===== config.mk =====
export PLATFORM = sky130hd
export DESIGN_NAME = rx_link
export DESIGN_NICKNAME = d
export VERILOG_FILES = /design/src/design/rx_link_pkg.sv /design/src/design/rx_link.sv /design/src/design/elastic_buf.sv
export VERILOG_INCLUDE_DIRS = /design/src /design/src/design
export SDC_FILE = /design/constraint.sdc
export NUM_CORES = 1
export LEC_CHECK = 0
export CAP_MARGIN = 20
export CORE_MARGIN = 2
export CORE_UTILIZATION = 56
export DETAILED_ROUTE_END_ITERATION = 12
export DONT_BUFFER_PORTS = 1
export PLACE_DENSITY = 0.81
export SLEW_MARGIN = 15
export SYNTH_ARGS = -nofsm -noshare
export SYNTH_HDL_FRONTEND = slang
export SYNTH_SLANG_ARGS = --single-unit

===== constraint.sdc =====
create_clock -name clk_i -period 5.9 [get_ports clk_i]
set_input_delay 0 -clock clk_i [delete_from_list [all_inputs] [get_ports clk_i]]
set_output_delay 0 -clock clk_i [all_outputs]
set_load 0.005 [all_outputs]

===== src/design/rx_link_defs.svh =====
`ifndef RX_LINK_DEFS_SVH
`define RX_LINK_DEFS_SVH
// Notes on behaviour
// - K within ceil(17/F) to min(256, 1024/F).
// - Both ends reset multiframe clock on SYSREF.
// - Continuous SYSREF is multiframe rate or divided.
// - Receiver pulls sync low to request synchronization.
// - Four consecutive commas achieve code group sync.
// - Release sync at next multiframe edge afterwards.
// - Buffer from R; release all lanes together.
// - Unscrambled: placed F/A become previous last octet.
// - Scrambled: F restores 0xFC, A restores 0x7C.
// - Misplaced markers: error, resync, request SYSREF.

// ----------------------------------------------------------------
// Control characters as octets with the control flag set
// ----------------------------------------------------------------
`define RX_K28_5 8'hbc
`define RX_K28_0 8'h1c
`define RX_K28_3 8'h7c
`define RX_K28_7 8'hfc

// ----------------------------------------------------------------
// Restored octets for scrambled streams
// ----------------------------------------------------------------
`define RX_SCRAMBLED_F_OCTET 8'hfc
`define RX_SCRAMBLED_A_OCTET 8'h7c

// ----------------------------------------------------------------
// Counts and limits
// ----------------------------------------------------------------
`define RX_CGS_COUNT 3'h4
`define RX_ILAS_MF 3'h4
`define RX_FK_MIN 18'h00011
`define RX_K_MAX 9'h100
`define RX_FK_MAX 18'h00400
`define RX_MISS_LIMIT 2'h2

`endif


===== src/design/rx_link_pkg.sv =====
`default_nettype none
package rx_link_pkg;

	// ----------------------------------------------------------------
	// Types
	// ----------------------------------------------------------------
	typedef struct packed {
		logic k;
		logic [7:0] octet;
	} char_t;

	typedef struct packed {
		logic valid;
		logic [7:0] octet;
	} lane_out_t;

	typedef struct packed {
		logic [8:0] f_octets;
		logic [8:0] k_frames;
		logic scrambler_enable;
	} cfg_t;

	typedef enum logic [2:0] {
		ST_IDLE,
		ST_CGS,
		ST_SYNC_WAIT,
		ST_ILAS,
		ST_DATA
	} link_state_t;

endpackage
`default_nettype wire


===== src/design/rx_link.sv =====
`timescale 1ns/1ns
`default_nettype none
`include "rx_link_defs.svh"
module rx_link #(
	parameter int LANES = 2,
	parameter int DEPTH = 16,
	parameter int AW = 4
) (
	// Clock and reset
	input wire logic clk_i,
	input wire logic reset_n_i,
	// Control and configuration
	input wire logic link_enable_i,
	input wire rx_link_pkg::cfg_t cfg_i,
	input wire logic sysref_i,
	// Link to and from the transmitter
	input wire rx_link_pkg::char_t [LANES-1:0] lane_char_i,
	output logic sync_n_o,
	// Status
	output logic link_up_o,
	output logic cfg_error_o,
	output logic sysref_request_o,
	// Aligned data
	output rx_link_pkg::lane_out_t [LANES-1:0] lane_o
);

	// ----------------------------------------------------------------
	// Configuration check and multiframe clock
	// ----------------------------------------------------------------
	logic [17:0] fk;
	logic cfg_ok;
	logic sysref_q, sysref_d, sysref_rise, sysref_seen_q, sysref_seen_d;
	logic [9:0] lmfc_q, lmfc_d;
	logic lmfc_edge;

	assign fk = 18'(cfg_i.f_octets) * 18'(cfg_i.k_frames);
	assign cfg_ok = (cfg_i.f_octets != 9'h000) && (cfg_i.k_frames != 9'h000)
		&& (fk >= `RX_FK_MIN) && (cfg_i.k_frames <= `RX_K_MAX) && (fk <= `RX_FK_MAX);
	assign cfg_error_o = !cfg_ok;
	assign sysref_rise = sysref_i && !sysref_q;
	assign lmfc_edge = sysref_rise || (lmfc_q == 10'h000);

	always_comb begin
		sysref_d = sysref_i;
		sysref_seen_d = sysref_seen_q || sysref_rise;
		lmfc_d = lmfc_q;
		if (sysref_rise) begin
			lmfc_d = (fk == 18'h00001) ? 10'h000 : 10'h001;
		end else if ({8'h00, lmfc_q} >= fk - 18'h00001) begin
			lmfc_d = 10'h000;
		end else begin
			lmfc_d = lmfc_q + 10'h001;
		end
	end

	// A continuous SYSREF at the multiframe rate lands on phase zero and changes nothing.
	always_ff @(posedge clk_i or negedge reset_n_i) begin
		if (!reset_n_i) begin
			sysref_q <= 1'b0;
			sysref_seen_q <= 1'b0;
			lmfc_q <= 10'h000;
		end else begin
			sysref_q <= sysref_d;
			sysref_seen_q <= sysref_seen_d;
			lmfc_q <= lmfc_d;
		end
	end

	// ----------------------------------------------------------------
	// Per-lane alignment tracking
	// ----------------------------------------------------------------
	logic [2:0] cgs_q [LANES];
	logic [2:0] cgs_d [LANES];
	logic [2:0] ilas_q [LANES];
	logic [2:0] ilas_d [LANES];
	logic [8:0] oif_q [LANES];
	logic [8:0] oif_d [LANES];
	logic [8:0] fim_q [LANES];
	logic [8:0] fim_d [LANES];
	logic [1:0] miss_q [LANES];
	logic [1:0] miss_d [LANES];
	logic [7:0] last_q [LANES];
	logic [7:0] last_d [LANES];
	logic [7:0] wdata [LANES];
	logic [LANES-1:0] started_q, started_d, ovf_q, ovf_d;
	logic [LANES-1:0] start, wr_valid, wr_ready, cgs_done, lane_bad;
	logic [LANES-1:0] frame_end, mf_end, is_marker, placed;
	logic [8:0] cur_oif [LANES];
	logic [8:0] cur_fim [LANES];
	logic restart, release_all;

	always_comb begin
		for (int i = 0; i < LANES; i++) begin
			cgs_d[i] = cgs_q[i];
			ilas_d[i] = ilas_q[i];
			oif_d[i] = oif_q[i];
			fim_d[i] = fim_q[i];
			miss_d[i] = miss_q[i];
			last_d[i] = last_q[i];
			started_d[i] = started_q[i];
			ovf_d[i] = ovf_q[i];
			cgs_done[i] = (cgs_q[i] == `RX_CGS_COUNT);
			start[i] = 1'b0;
			cur_oif[i] = started_q[i] ? oif_q[i] : 9'h000;
			cur_fim[i] = started_q[i] ? fim_q[i] : 9'h000;
			frame_end[i] = (cur_oif[i] == cfg_i.f_octets - 9'h001);
			mf_end[i] = frame_end[i] && (cur_fim[i] == cfg_i.k_frames - 9'h001);
			is_marker[i] = lane_char_i[i].k && (lane_char_i[i].octet == `RX_K28_7
				|| lane_char_i[i].octet == `RX_K28_3);
			placed[i] = (lane_char_i[i].octet == `RX_K28_7) ? frame_end[i] : mf_end[i];
			wdata[i] = lane_char_i[i].octet;
			if (restart) begin
				cgs_d[i] = 3'h0;
				ilas_d[i] = 3'h0;
				miss_d[i] = 2'h0;
				started_d[i] = 1'b0;
				ovf_d[i] = 1'b0;
			end else if (!started_q[i]) begin
				if (lane_char_i[i].k && lane_char_i[i].octet == `RX_K28_5) begin
					if (!cgs_done[i]) begin
						cgs_d[i] = cgs_q[i] + 3'h1;
					end
				end else if (!cgs_done[i]) begin
					cgs_d[i] = 3'h0;
				end else if (lane_char_i[i].k && lane_char_i[i].octet == `RX_K28_0
					&& sync_n_o) begin
					start[i] = 1'b1;
					started_d[i] = 1'b1;
				end
			end
			wr_valid[i] = !restart && (started_q[i] || start[i]);
			if (wr_valid[i]) begin
				if (ilas_q[i] == `RX_ILAS_MF && is_marker[i]) begin
					if (placed[i]) begin
						// marker restore; scrambled octets equal the character codes, unscrambled repeat the last octet
						if (cfg_i.scrambler_enable) begin
							wdata[i] = (lane_char_i[i].octet == `RX_K28_7) ?
								`RX_SCRAMBLED_F_OCTET : `RX_SCRAMBLED_A_OCTET;
						end else begin
							wdata[i] = last_q[i];
						end
					end else if (miss_q[i] != `RX_MISS_LIMIT) begin
						miss_d[i] = miss_q[i] + 2'h1;
					end
				end
				if (frame_end[i]) begin
					last_d[i] = wdata[i];
					oif_d[i] = 9'h000;
					fim_d[i] = mf_end[i] ? 9'h000 : cur_fim[i] + 9'h001;
				end else begin
					oif_d[i] = cur_oif[i] + 9'h001;
					fim_d[i] = cur_fim[i];
				end
				if (mf_end[i] && ilas_q[i] != `RX_ILAS_MF) begin
					ilas_d[i] = ilas_q[i] + 3'h1;
				end
				// The line cannot be stalled, so a full buffer means lane skew is too large.
				if (!wr_ready[i]) begin
					ovf_d[i] = 1'b1;
				end
			end
			lane_bad[i] = (miss_q[i] == `RX_MISS_LIMIT) || ovf_q[i];
		end
	end

	always_ff @(posedge clk_i or negedge reset_n_i) begin
		if (!reset_n_i) begin
			for (int i = 0; i < LANES; i++) begin
				cgs_q[i] <= 3'h0;
				ilas_q[i] <= 3'h0;
				oif_q[i] <= 9'h000;
				fim_q[i] <= 9'h000;
				miss_q[i] <= 2'h0;
				last_q[i] <= 8'h00;
			end
			started_q <= '0;
			ovf_q <= '0;
		end else begin
			for (int i = 0; i < LANES; i++) begin
				cgs_q[i] <= cgs_d[i];
				ilas_q[i] <= ilas_d[i];
				oif_q[i] <= oif_d[i];
				fim_q[i] <= fim_d[i];
				miss_q[i] <= miss_d[i];
				last_q[i] <= last_d[i];
			end
			started_q <= started_d;
			ovf_q <= ovf_d;
		end
	end

	// ----------------------------------------------------------------
	// Elastic buffers
	// ----------------------------------------------------------------
	for (genvar g = 0; g < LANES; g++) begin : g_lane
		elastic_buf #(
			.WIDTH(8),
			.DEPTH(DEPTH),
			.AW(AW)
		) u_buf (
			.clk_i(clk_i),
			.reset_n_i(reset_n_i),
			.clear_i(restart),
			.wr_valid_i(wr_valid[g]),
			.wr_data_i(wdata[g]),
			.wr_ready_o(wr_ready[g]),
			.rd_ready_i(release_all),
			.rd_valid_o(lane_o[g].valid),
			.rd_data_o(lane_o[g].octet)
		);
	end

	// ----------------------------------------------------------------
	// Link state machine
	// ----------------------------------------------------------------
	rx_link_pkg::link_state_t state_q, state_d;
	logic restart_q, restart_d, sync_n_q, sync_n_d, req_q, req_d;

	assign restart = (state_q == rx_link_pkg::ST_IDLE) || restart_q;
	assign release_all = (state_q == rx_link_pkg::ST_DATA);
	assign link_up_o = release_all;
	assign sync_n_o = sync_n_q;
	assign sysref_request_o = req_q;

	always_comb begin
		state_d = state_q;
		restart_d = 1'b0;
		sync_n_d = sync_n_q;
		req_d = 1'b0;
		unique case (state_q)
			rx_link_pkg::ST_IDLE: begin
				sync_n_d = 1'b1;
				if (link_enable_i && cfg_ok && sysref_seen_q) begin
					state_d = rx_link_pkg::ST_CGS;
					sync_n_d = 1'b0;
				end
			end
			rx_link_pkg::ST_CGS: begin
				// Comma counts are stale while a restart is still clearing them.
				if (&cgs_done && !restart_q) begin
					state_d = rx_link_pkg::ST_SYNC_WAIT;
				end
			end
			rx_link_pkg::ST_SYNC_WAIT: begin
				if (lmfc_edge) begin
					state_d = rx_link_pkg::ST_ILAS;
					sync_n_d = 1'b1;
				end
			end
			rx_link_pkg::ST_ILAS: begin
				if (&started_q) begin
					state_d = rx_link_pkg::ST_DATA;
				end
			end
			rx_link_pkg::ST_DATA: begin
			end
		endcase
		if (state_q != rx_link_pkg::ST_IDLE && state_q != rx_link_pkg::ST_CGS
			&& (|lane_bad)) begin
			state_d = rx_link_pkg::ST_CGS;
			restart_d = 1'b1;
			sync_n_d = 1'b0;
			req_d = 1'b1;
		end
		if (!link_enable_i || !cfg_ok) begin
			state_d = rx_link_pkg::ST_IDLE;
			sync_n_d = 1'b1;
		end
	end

	always_ff @(posedge clk_i or negedge reset_n_i) begin
		if (!reset_n_i) begin
			state_q <= rx_link_pkg::ST_IDLE;
			restart_q <= 1'b0;
			sync_n_q <= 1'b1;
			req_q <= 1'b0;
		end else begin
			state_q <= state_d;
			restart_q <= restart_d;
			sync_n_q <= sync_n_d;
			req_q <= req_d;
		end
	end

endmodule // rx_link
`default_nettype wire


===== src/design/elastic_buf.sv =====
`timescale 1ns/1ns
`default_nettype none
module elastic_buf #(
	parameter int WIDTH = 8,
	parameter int DEPTH = 16,
	parameter int AW = 4
) (
	// Clock and reset
	input wire logic clk_i,
	input wire logic reset_n_i,
	input wire logic clear_i,
	// Write side
	input wire logic wr_valid_i,
	input wire logic [WIDTH-1:0] wr_data_i,
	output logic wr_ready_o,
	// Read side
	input wire logic rd_ready_i,
	output logic rd_valid_o,
	output logic [WIDTH-1:0] rd_data_o
);

	logic [WIDTH-1:0] mem [DEPTH];
	logic [AW:0] wr_q, wr_d, rd_q, rd_d, used;
	logic valid_q, valid_d;
	logic [WIDTH-1:0] data_q, data_d;
	logic do_wr;

	assign used = wr_q - rd_q;
	assign wr_ready_o = (used != (AW+1)'(DEPTH));
	assign do_wr = wr_valid_i && wr_ready_o;
	assign rd_valid_o = valid_q;
	assign rd_data_o = data_q;

	always_comb begin
		wr_d = wr_q;
		rd_d = rd_q;
		valid_d = 1'b0;
		data_d = data_q;
		if (clear_i) begin
			wr_d = '0;
			rd_d = '0;
		end else begin
			if (do_wr) begin
				wr_d = wr_q + (AW+1)'(1);
			end
			if (rd_ready_i && used != '0) begin
				rd_d = rd_q + (AW+1)'(1);
				valid_d = 1'b1;
				data_d = mem[rd_q[AW-1:0]];
			end
		end
	end

	always_ff @(posedge clk_i or negedge reset_n_i) begin
		if (!reset_n_i) begin
			wr_q <= '0;
			rd_q <= '0;
			valid_q <= 1'b0;
			data_q <= '0;
		end else begin
			wr_q <= wr_d;
			rd_q <= rd_d;
			valid_q <= valid_d;
			data_q <= data_d;
		end
	end

	// The array has no reset; nothing reads a slot before it is written.
	always_ff @(posedge clk_i) begin
		if (do_wr && !clear_i) begin
			mem[wr_q[AW-1:0]] <= wr_data_i;
		end
	end

endmodule // elastic_buf
`default_nettype wire


# --- After elaboration in Yosys (flattened, before gate mapping) ---
# Memories as Yosys holds them, arrays and structs flattened. A register that Yosys moved wholly into a read port is not among the register bits.
# Index checks and enable logic that the tools add are counted.
classes:
  n_lt_le_gt_ge: 4
  n_mux: 100
  shift: 0
  multipliers: 1
  div_mod_pow: 0
  add_sub_neg: 20
  eq_ne: 38
  reduce_logical: 73
  bitwise: 1
op_table:
  columns: ["cell", "n"]
  rows:
  - ["two-way mux 9 bit", 10]
  - ["two-way mux 8 bit", 10]
  - ["two-way mux 3 bit", 22]
  - ["two-way mux 5 bit", 8]
  - ["adder 9 x 1 -> 9 bit, second input constant", 4]
  - ["== test 9 bit", 4]
  - ["two-way mux 1 bit", 36]
  - ["== test 8 bit, second input constant", 4]
  - ["logical AND 1 bit", 32]
  - ["adder 5 x 1 -> 5 bit, second input constant", 4]
  - ["two-way mux 10 bit", 2]
  - ["two-way mux 2 bit", 10]
  - ["== test 18 x 1 -> 1 bit, second input constant", 1]
  - ["greater-or-equal comparator 10 x 18 -> 1 bit", 1]
  - ["greater-or-equal comparator 18 x 5 -> 1 bit, second input constant", 1]
  - ["<= comparator 18 x 11 -> 1 bit, second input constant", 1]
  - ["multiplier 9 x 9 -> 18 bit", 1]
  - ["AND reduction 2 bit", 9]
  - ["nonzero test 9 bit", 2]
  - ["subtractor 18 x 1 -> 18 bit, second input constant", 1]
  - ["subtractor 9 x 1 -> 9 bit, second input constant", 2]
  - ["== test 8 x 5 -> 1 bit, second input constant", 2]
  - ["== test 8 x 7 -> 1 bit, second input constant", 2]
  - ["== test 3 bit, second input constant", 5]
  - ["29 further kinds", 63]
totals:
  out_inout_bits: 22
  in_bits: 41
  ram_bits: 256
  wordCells: 265
  romBits: 0
  mem_count: 2
  ff_bits: 111
  latch_bits: 0
memory_table:
  columns: ["name", "words", "width", "rd", "rd_clocked_by_memory_dff", "write_ports", "line", "source"]
  rows:
  - ["g_lane[0].u_buf.mem", 16, 8, 1, 1, 1, "elastic_buf.sv:22", "logic [WIDTH-1:0] mem [DEPTH];"]
  - ["g_lane[1].u_buf.mem", 16, 8, 1, 1, 1, "elastic_buf.sv:22", null]

# --- Logic depth before layout (Yosys ltp) ---
# Gate-level depths: netlist (run 1).
depth:
  depth_word: 14
  ltp_mapped: 25
  mapped_depth_nobuf: 23

# --- By module ---
# From an unflattened synthesis (run 1), not the netlist that was laid out.
hier_totals:
  hier_cells: 1774
  area_unflattened_um2: 21810.9
modules_own_cells:
  columns: ["module", "instances", "cells_each", "area_each_um2", "seq_area_each_um2"]
  rows:
  - ["elastic_buf", 2, 300, 5995.8, 4319.1]
  - ["rx_link", 1, 1174, 9819.4, 2228.4]

# --- Worst setup path after synthesis (run 1) ---
# OpenSTA, ideal clock, no wires.
synth_timing:
  path_kind: "input -> register"
  from: "input cfg_i[15] (netlist name)"
  to: "register lmfc_q[0]"
  t_arrival_ps: 5739
  path_slack_ps: 2
  required_time_ps: 5742
  path_stages: 23
  n_path_buf: 2
  setup_time_ps: 158
  path_cell_list: "clkbuf_1 clkbuf_1 nand2_1 fa_1 inv_1 fa_1 ha_1 inv_1 fa_1 inv_1 ha_1 or2_2 a21o_1 a211oi_1 nand3_1 xnor2_1 ha_1 o211a_1 a221oi_1 o21ba_2 o311ai_0 nor4_2 o22ai_1"
synth_between:
  elab_chain_cells: 5
  word_cells_on_any_way: 7
  cone_classes: "add/sub: 1; mul: 1; order compare: 1; eq/ne: 1; mux: 3"
synth_lines:
  columns: ["item", "line", "source"]
  rows:
  - ["from (decl)", "rx_link.sv:14", "input wire rx_link_pkg::cfg_t cfg_i,"]
  - ["multiplier 9 x 9 -> 18 bit *", "rx_link.sv:36", "assign fk = 18'(cfg_i.f_octets) * 18'(cfg_i.k_frames);"]
  - ["subtractor 18 x 1 -> 18 bit", "rx_link.sv:49", "end else if ({8'h00, lmfc_q} >= fk - 18'h00001) begin"]
  - ["greater-or-equal comparator 10 x 18 -> 1 bit", "rx_link.sv:49", null]
  - ["two-way mux 10 bit", "rx_link.sv:49", null]
  - ["two-way mux 10 bit *", "rx_link.sv:47", "if (sysref_rise) begin"]
  - ["net lmfc_d[0]", "rx_link.sv:33", "logic [9:0] lmfc_q, lmfc_d;"]
  - ["to (signal assigned)", "rx_link.sv:65", "lmfc_q <= lmfc_d;"]
  - ["to (decl)", "rx_link.sv:33", null]
# Mark *: on every way through the listed nets, which the timed path passes. The rest lies on a longest branch.
# A chain may end at the register's enable or synchronous reset.

# --- Final worst setup path (run 1) ---
layout_timing:
  from: "input cfg_i[3] (netlist name)"
  to: "register lmfc_q[4]"
layout_between:
  elab_chain_cells: 5
layout_lines:
  columns: ["item", "line"]
  rows:
  - ["multiplier 9 x 9 -> 18 bit", "rx_link.sv:36"]
  - ["subtractor 18 x 1 -> 18 bit", "rx_link.sv:49"]
  - ["greater-or-equal comparator 10 x 18 -> 1 bit", "rx_link.sv:49"]
  - ["two-way mux 10 bit", "rx_link.sv:49"]
  - ["two-way mux 10 bit", "rx_link.sv:47"]
  - ["net lmfc_d[4]", "rx_link.sv:33"]
# The timed path passes the listed nets, and every way through them passes these cells.

==> results of run 1 <==
[synthesized netlist by cell type, drive strengths merged, types with 18 or more instances]
cell type / n
a21oi: 52
and2: 76
and3: 33
buf: 22
clkbuf: 66
dfrtp: 126
edfxtp: 256
fa: 50
ha: 84
inv: 130
mux2: 20
mux4: 80
nand2: 133
nand2b: 18
nand3: 55
nand4: 18
nor2: 99
nor3: 46
o21ai: 74
or3: 19
xnor2: 32
xor2: 29
[cells in the final DEF, fill, tap and decap left out, types with 12 or more instances in the layout]
master	n
fa_1	50
nor2b_1	12
dfrtp_1	124
inv_1	128
o21ai_0	67
nand3_1	55
nand2_1	133
mux2_2	19
a31oi_1	15
or3_1	18
xnor2_1	32
mux4_2	80
o21a_1	17
nor4_1	15
o31ai_1	13
nand2b_1	18
buf_4	27
edfxtp_1	256
nor3_1	46
a21o_1	14
clkbuf_1	13
ha_1	84
and2_1	75
and3_1	33
nor2_1	98
xor2_1	29
clkbuf_16	40
dlygate4sd3_1	30
nand4_1	17
a21oi_1	52
[worst paths after layout]
check / from / to / slack (ns) / cells after the start
max: cfg_i[3] / lmfc_q[4] / 1.13 / 23
min: cfg_i[0] / last_q[15] / 0.006 / 4
max reg2reg: g_lane[1].u_buf.rd_q[1] / g_lane[1].u_buf.mem[10][4] / 1.47 / 10
min reg2reg: miss_q[3] / miss_q[3] / 0.49 / 1
max in group asynchronous: reset_n_i / g_lane[1].u_buf.rd_q[0] / 5.18 / 2
min in group asynchronous: reset_n_i / fim_q[11] / 0.12 / 2
[worst reg2reg max path, cell delays in order, from the launching register on]
cell	delay, ns
dfrtp_1	0.32
buf_4	0.43
inv_1	0.19
ha_1	0.35
nor2b_1	0.17
o21a_1	0.21
o21a_1	0.22
or3_1	0.35
a31oi_1	0.64
nand3b_1	0.28
nor2_1	0.89
[report_power, final]
part	internal [W]	switching, W
clock	0.00138	0.00106
combinational	0.000560	0.000837
sequential	0.00288	0.0000213
[cells by family (layout without fill, tap and decap cells)]
kind of cell	after synthesis	in the layout	synth area share
fa+ha+maj	134	134	0.09537
xor+xnor	66	66	0.03018
mux	110	110	0.09885
compound gates	283	283	0.09025
simple gates	578	578	0.1410
buf+inv	219	262	0.03931
flops	383	383	0.5050
[state kept, by name (all words and copies together) (netlist names)]
signal	flops
lmfc_q	10
sync_n_o	1
g_lane.u_buf.rd_valid_o	2
g_lane.u_buf.mem	256
g_lane.u_buf.rd_data_o	16
started_q	2
g_lane.u_buf.rd_q	10
g_lane.u_buf.wr_q	10
sysref_seen_q	1
ilas_q	6
sysref_q	1
sysref_request_o	1
miss_q	4
cgs_q	6
oif_q	18
last_q	16
fim_q	18
ovf_q	2
state_q	3
[metrics by stage]
stage               hold slack (ns)    util
floorplan                   -0.2956       -
global placement            -0.2911  0.5832
detailed placement          -0.2919  0.5835
CTS                        0.001414  0.6253
global route                0.04311  0.6255
finish                     0.006074  0.6255
[what timing repair did]
action,in CTS,in global routing
gates resized for setup,0,0
hold buffers,31,0
endpoints found under the setup margin,0,0
endpoints found under the hold margin,315,0
[area by class of cell]
class                      instances  area, um2
fill                            2740      14140
sequential                       383      10870
multi-input combinational       1171       9822
clock buffer                      55       1077
tap                              511      639.4
timing repair buffer              59      541.8
inverter                         131      491.7
clock inverter                    17      172.7
[per-layer routing]
metal,up-vias,GRT usage,part of all wire
met3,152,0.04234,0.073
met5,-,0,0
met1,7292,0.3617,0.40
met2,669,0.4416,0.49
li1,6544,-,-
met4,0,0.09410,0.035
==> flow_summary_export.csv, run 1 <==
group,metric,value,unit
synthesis,syn_nets,1948,
grt,track_usage,0.2669,
synthesis,synthTopCellsByArea,"edfxtp_1, dfrtp_1, mux4_2",
placement,portBuffers,0,
worst_setup_path,cp-start-kind,"input port",
placement,place.gp.congestion,0.9068,
timing,rsz0062_at_grt,"false",
cts,clockBufferDepth,3,
worst_setup_path,end_kind,"register",
timing,relSlewSlack,0.2663,
timing,setup_ws,1.126,ns
synthesis,synth_edf_count,256,
hold_path,min_path_type,"in -> reg",
drt,wl_per_cell,22.36,um
timing,hold_viol,0,
floorplan,die_x,200.0,um
timing,finalMaxSlewViolations,0,
grt,grt_pass1_vias,14520,
timing,finClkSkew,0.03210,ns
worst_setup_path,critPathKind,"in -> reg",
cts,clkSinkCount,383,
synthesis,yosysSeqAreaShare,0.5050,
floorplan,row_count,71,
layout,fin_nets,1961,
timing,finalSetupTns,0,ns
placement,place_ws,0.6023,ns
cts,clk_latency,0.55,ns
worst_setup_path,crit_buf_inv,5,
floorplan,die-area,40010,um2
floorplan,start_util,0.5699,
timing,fin_crit_sh,0.8092,
drt,drc_errors,0,
placement,place_hpwl,34040,um
run_status,status,"completed",
cts,numCtsBuffers,40,
placement,placed_cells,2224,
grt,overflow,0,
drt,num_vias,14660,
drt,first_pass_iters,8,
drt,drt_iter0_markers,1629,
synthesis,ys_ff_latch,383,
layout,syn2layout_area_growth,9.746,%
cts,clkTransAtPathRegs,0.06,ns
layout,layout.cells.non_filler,2327,
cts,post_cts_buffers,0,
placement,place_area,22030,um2
synthesis,synth_cell_types,92,
cts,cts_max_level,2,
timing,setup_viol,0,
floorplan,pin_count,63,
grt,antenna_found_initial,1,
timing,fmax,0.2095,GHz
layout,num_antenna_cells,0,
cts,root_buffer,"clkbuf_16",
pwr,power_leakage,9.009,nW
synthesis,syn_area,21520,um2
worst_setup_path,path_max_fanout,15,
grt,grt_pass1_wl,82000,um
worst_setup_path,worst_path_max_delay_cell,"fa_1",
cts,cts_tree,"yes",
worst_setup_path,cp.required,6.33,ns
synthesis,yosys_warnings,0,
worst_setup_path,worstPathCellList,"nand2_1 -> fa_1 -> inv_1 -> fa_1 -> ha_1 -> inv_1 -> fa_1 -> inv_1 -> ha_1 -> a211o_1 -> a21o_1 -> a211oi_1 -> buf_4 -> a32oi_1 -> ha_1 -> a2111oi_0 -> o21ai_0 -> a221oi_1 -> o21ba_2 -> o311ai_0 -> nor4_2 -> buf_4 -> nor3_1",
worst_setup_path,slowest_delay,0.58,ns
pwr,power_density,285.4,nW/um2
drt,antenna_left,0,
layout,final_cell_area,23610,um2
drt,vias_per_cell,6.299,
synthesis,yosys.area.top_type,"edfxtp_1",
grt,grt_max_degree,128,
pwr,power,0.006740,W
synthesis,netlist_instances,1773,
floorplan,dieHeight,200.0,um
synthesis,synth_top_area_share,0.3573,
layout,drive_gt1_frac,0.1261,
timing,tightestPinTransition,1.097,ns
timing,fin_crit,4.774,ns
worst_setup_path,arrival,5.21,ns
drt,drt_wl_total,52040,um
pwr,vdd_drop_max,0.2100,mV
synthesis,synth-main-ff-cell,"edfxtp_1",
flow_run,maxCapViolations,0,
synthesis,async_flop_share,0.3316,
floorplan,core-area,37760,um2
synthesis,syn_avg_cell_area,12.14,um2
worst_setup_path,path_delay_family,"adder cells",
No activity file was read; power rests on OpenSTA's default activity.
==> run 2: changes to the inputs <==
PLACE_DENSITY = 0.84   (was 0.81)
clock period = 4.25 ns   (was 5.9 ns; I/O delays follow)
==> flow_summary_export.csv, run 2 (synthesis results as in run 1) <==
group,metric,value,unit
layout,fin_nets,2021,
floorplan,core-area,37760,um2
hold_path,hold_depth,1,
pwr,switching_share,0.2897,
drt,drt_iter0_markers,1564,
cts,clkSinkCount,383,
grt,grt_pass1_wl,84110,um
pwr,p_sw,0.003070,W
layout,final_common_cell,"edfxtp_1",
pwr,clkPwrFrac,0.329,
cts,clk_latency,0.55,ns
timing,holdWs,0.01491,ns
placement,place_hpwl,35410,um
drt,wl_per_cell,22.43,um
worst_setup_path,path_delay_family,"adder cells",
grt,antenna_found_initial,3,
layout,final_cell_mix,"edfxtp_1, nand2_1, dfrtp_1, inv_1, nor2_1",
layout,final_cell_area,24420,um2
drt,drc_errors,0,
run_status,status,"complete, but fails checks",
timing,finalSetupTns,-0.06170,ns
worst_setup_path,cp.required,4.64,ns
floorplan,die-area,40010,um2
layout,layout.cells.non_filler,2389,
cts,cts_tree,"yes",
worst_setup_path,critPathKind,"in -> reg",
placement,portBuffers,0,
timing,finalMaxSlewViolations,0,
floorplan,row_count,71,
cts,numCtsBuffers,40,
timing,tightestPinTransition,0.9237,ns
timing,finClkSkew,0.02306,ns
grt,grt_max_degree,128,
drt,vias_per_cell,6.330,
layout,largest_reg_flops,256,
floorplan,die_x,200.0,um
hold_path,min_path_type,"in -> reg",
worst_setup_path,worstPathCellList,"nand2_1 -> fa_1 -> inv_1 -> fa_1 -> ha_1 -> inv_1 -> fa_1 -> inv_1 -> ha_4 -> a211o_1 -> a21o_1 -> a211oi_4 -> nand3_1 -> xnor2_1 -> ha_1 -> o211a_1 -> a221oi_2 -> o21ba_4 -> o311ai_4 -> nor4_4 -> buf_4 -> nor3_1",
timing,rsz0062_at_grt,"true",
timing,fin_crit,4.267,ns
grt,overflow,0,
flow_run,maxCapViolations,0,
pwr,internal_power,0.007527,W
worst_setup_path,arrival,4.66,ns
worst_setup_path,cp.depth,22,
drt,first_pass_iters,6,
pwr,comb_power_share,0.290,
worst_setup_path,worst_path_max_delay_cell,"fa_1",
worst_setup_path,slowest_delay,0.54,ns
worst_setup_path,path_max_fanout,15,
placement,place_area,22610,um2
timing,setup_ws,-0.01720,ns
layout,drive_gt1_frac,0.1853,
floorplan,start_util,0.5699,
layout,syn2layout_area_growth,13.51,%
worst_setup_path,cp-start-kind,"input port",
pwr,power_density,433.9,nW/um2
placement,place.gp.congestion,0.9113,
worst_setup_path,rr_worst_depth,8,
cts,clkTransAtPathRegs,0.06,ns
worst_setup_path,crit_buf_inv,4,
cts,root_buffer,"clkbuf_16",
drt,num_vias,15120,
worst_setup_path,end_kind,"register",
drt,drt_wl_total,53590,um
grt,grt_pass1_vias,15030,
floorplan,pin_count,63,
floorplan,dieHeight,200.0,um
layout,num_antenna_cells,0,
pwr,pwr-share-seq,0.380,
timing,fmax,0.2343,GHz
pwr,vdd_drop_max,0.2691,mV
pwr,power_leakage,9.362,nW
placement,placed_cells,2282,
timing,relSlewSlack,0.3819,
timing,setup_viol,4,
cts,clockBufferDepth,3,
cts,cts_max_level,2,
run_status,violations,"setup timing",
timing,fin_crit_sh,1.004,
grt,track_usage,0.2742,
drt,antenna_left,0,
timing,hold_viol,0,
==> run 2: changes by cell type in the layout (fill, tap and decap cells not counted), moves of 4 or more <==
cell      delta
inv_2        +9
buf_4       +63
ha_1         -9
clkbuf_1    -11
ha_4         +7
clkinv_1     +6
nand2_1      -4
inv_1        -9
==> run 2: area by class of cell <==
type	count	area [um2]
clock buffer	42	1008
sequential	383	10870
tap	511	639.4
timing repair buffer	119	984.7
multi-input combinational	1171	10120
inverter	131	491.7
clock inverter	32	306.5
fill	2562	13330
==> run 2: worst paths after layout <==
check	from	endpoint	slack (ns)
worst min register to register	last_q[12]	last_q[12]	0.49
min in group asynchronous	reset_n_i	oif_q[15]	0.06
worst max-delay path	cfg_i[3]	lmfc_q[9]	-0.02
worst min-delay path	lane_char_i[9]	g_lane[1].u_buf.mem[9][0]	0.01
worst max register to register	g_lane[0].u_buf.rd_q[2]	g_lane[0].u_buf.mem[15][6]	0.31
max in group asynchronous	reset_n_i	g_lane[0].u_buf.rd_q[0]	3.62
==> run 2: routing by layer <==
layer	wire [um]	up-vias	track usage	share of wire
met5	49	-	0	0.00091
met4	1680	6	0.08560	0.031
met3	4286	160	0.05141	0.080
met2	26280	735	0.4560	0.49
met1	21290	7549	0.3689	0.40
li1	-	6672	-	-
==> run 2: power by group through the flow <==
| stage | clock [W] | combinational, W | sequential (W) |
|---|---|---|---|
| finish | 0.00349 | 0.00308 | 0.00403 |
| detailed placement | 0 | 0.00273 | 0.00411 |
| CTS | 0.00351 | 0.00284 | 0.00403 |
| global route | 0.00366 | 0.00337 | 0.00403 |
| floorplan | 0 | 0.00172 | 0.00410 |
| global placement | 0 | 0.00264 | 0.00411 |
==> run 2: timing repair <==
action,in CTS,in global routing
resized for setup,10,33
cloned,1,0
buffers inserted,1,4
endpoints found under the setup margin,11,14
endpoints found under the hold margin,316,0
pin swaps,6,31
hold buffers,28,0
==> run 2: stage by stage <==
step | setup WS [ns] | total power [W] | util
after floorplan | -0.8218 | 0.005815 | -
after global placement | -0.6006 | 0.006750 | 0.5988
after detailed placement | -0.7089 | 0.006842 | 0.5988
after CTS | 0.005137 | 0.01038 | 0.6430
after global routing | -0.2349 | 0.01106 | 0.6469
final | -0.01720 | 0.01060 | 0.6469
==> run 2: worst reg2reg max path, stage by stage (launching register included) <==
cell and delay [ns]:
dfrtp_1 0.70, inv_1 0.17, ha_1 0.39, o21a_1 0.16, o21a_1 0.22, or3_1 0.36
a31oi_1 0.67, nand2_1 0.28, nor2_1 0.61
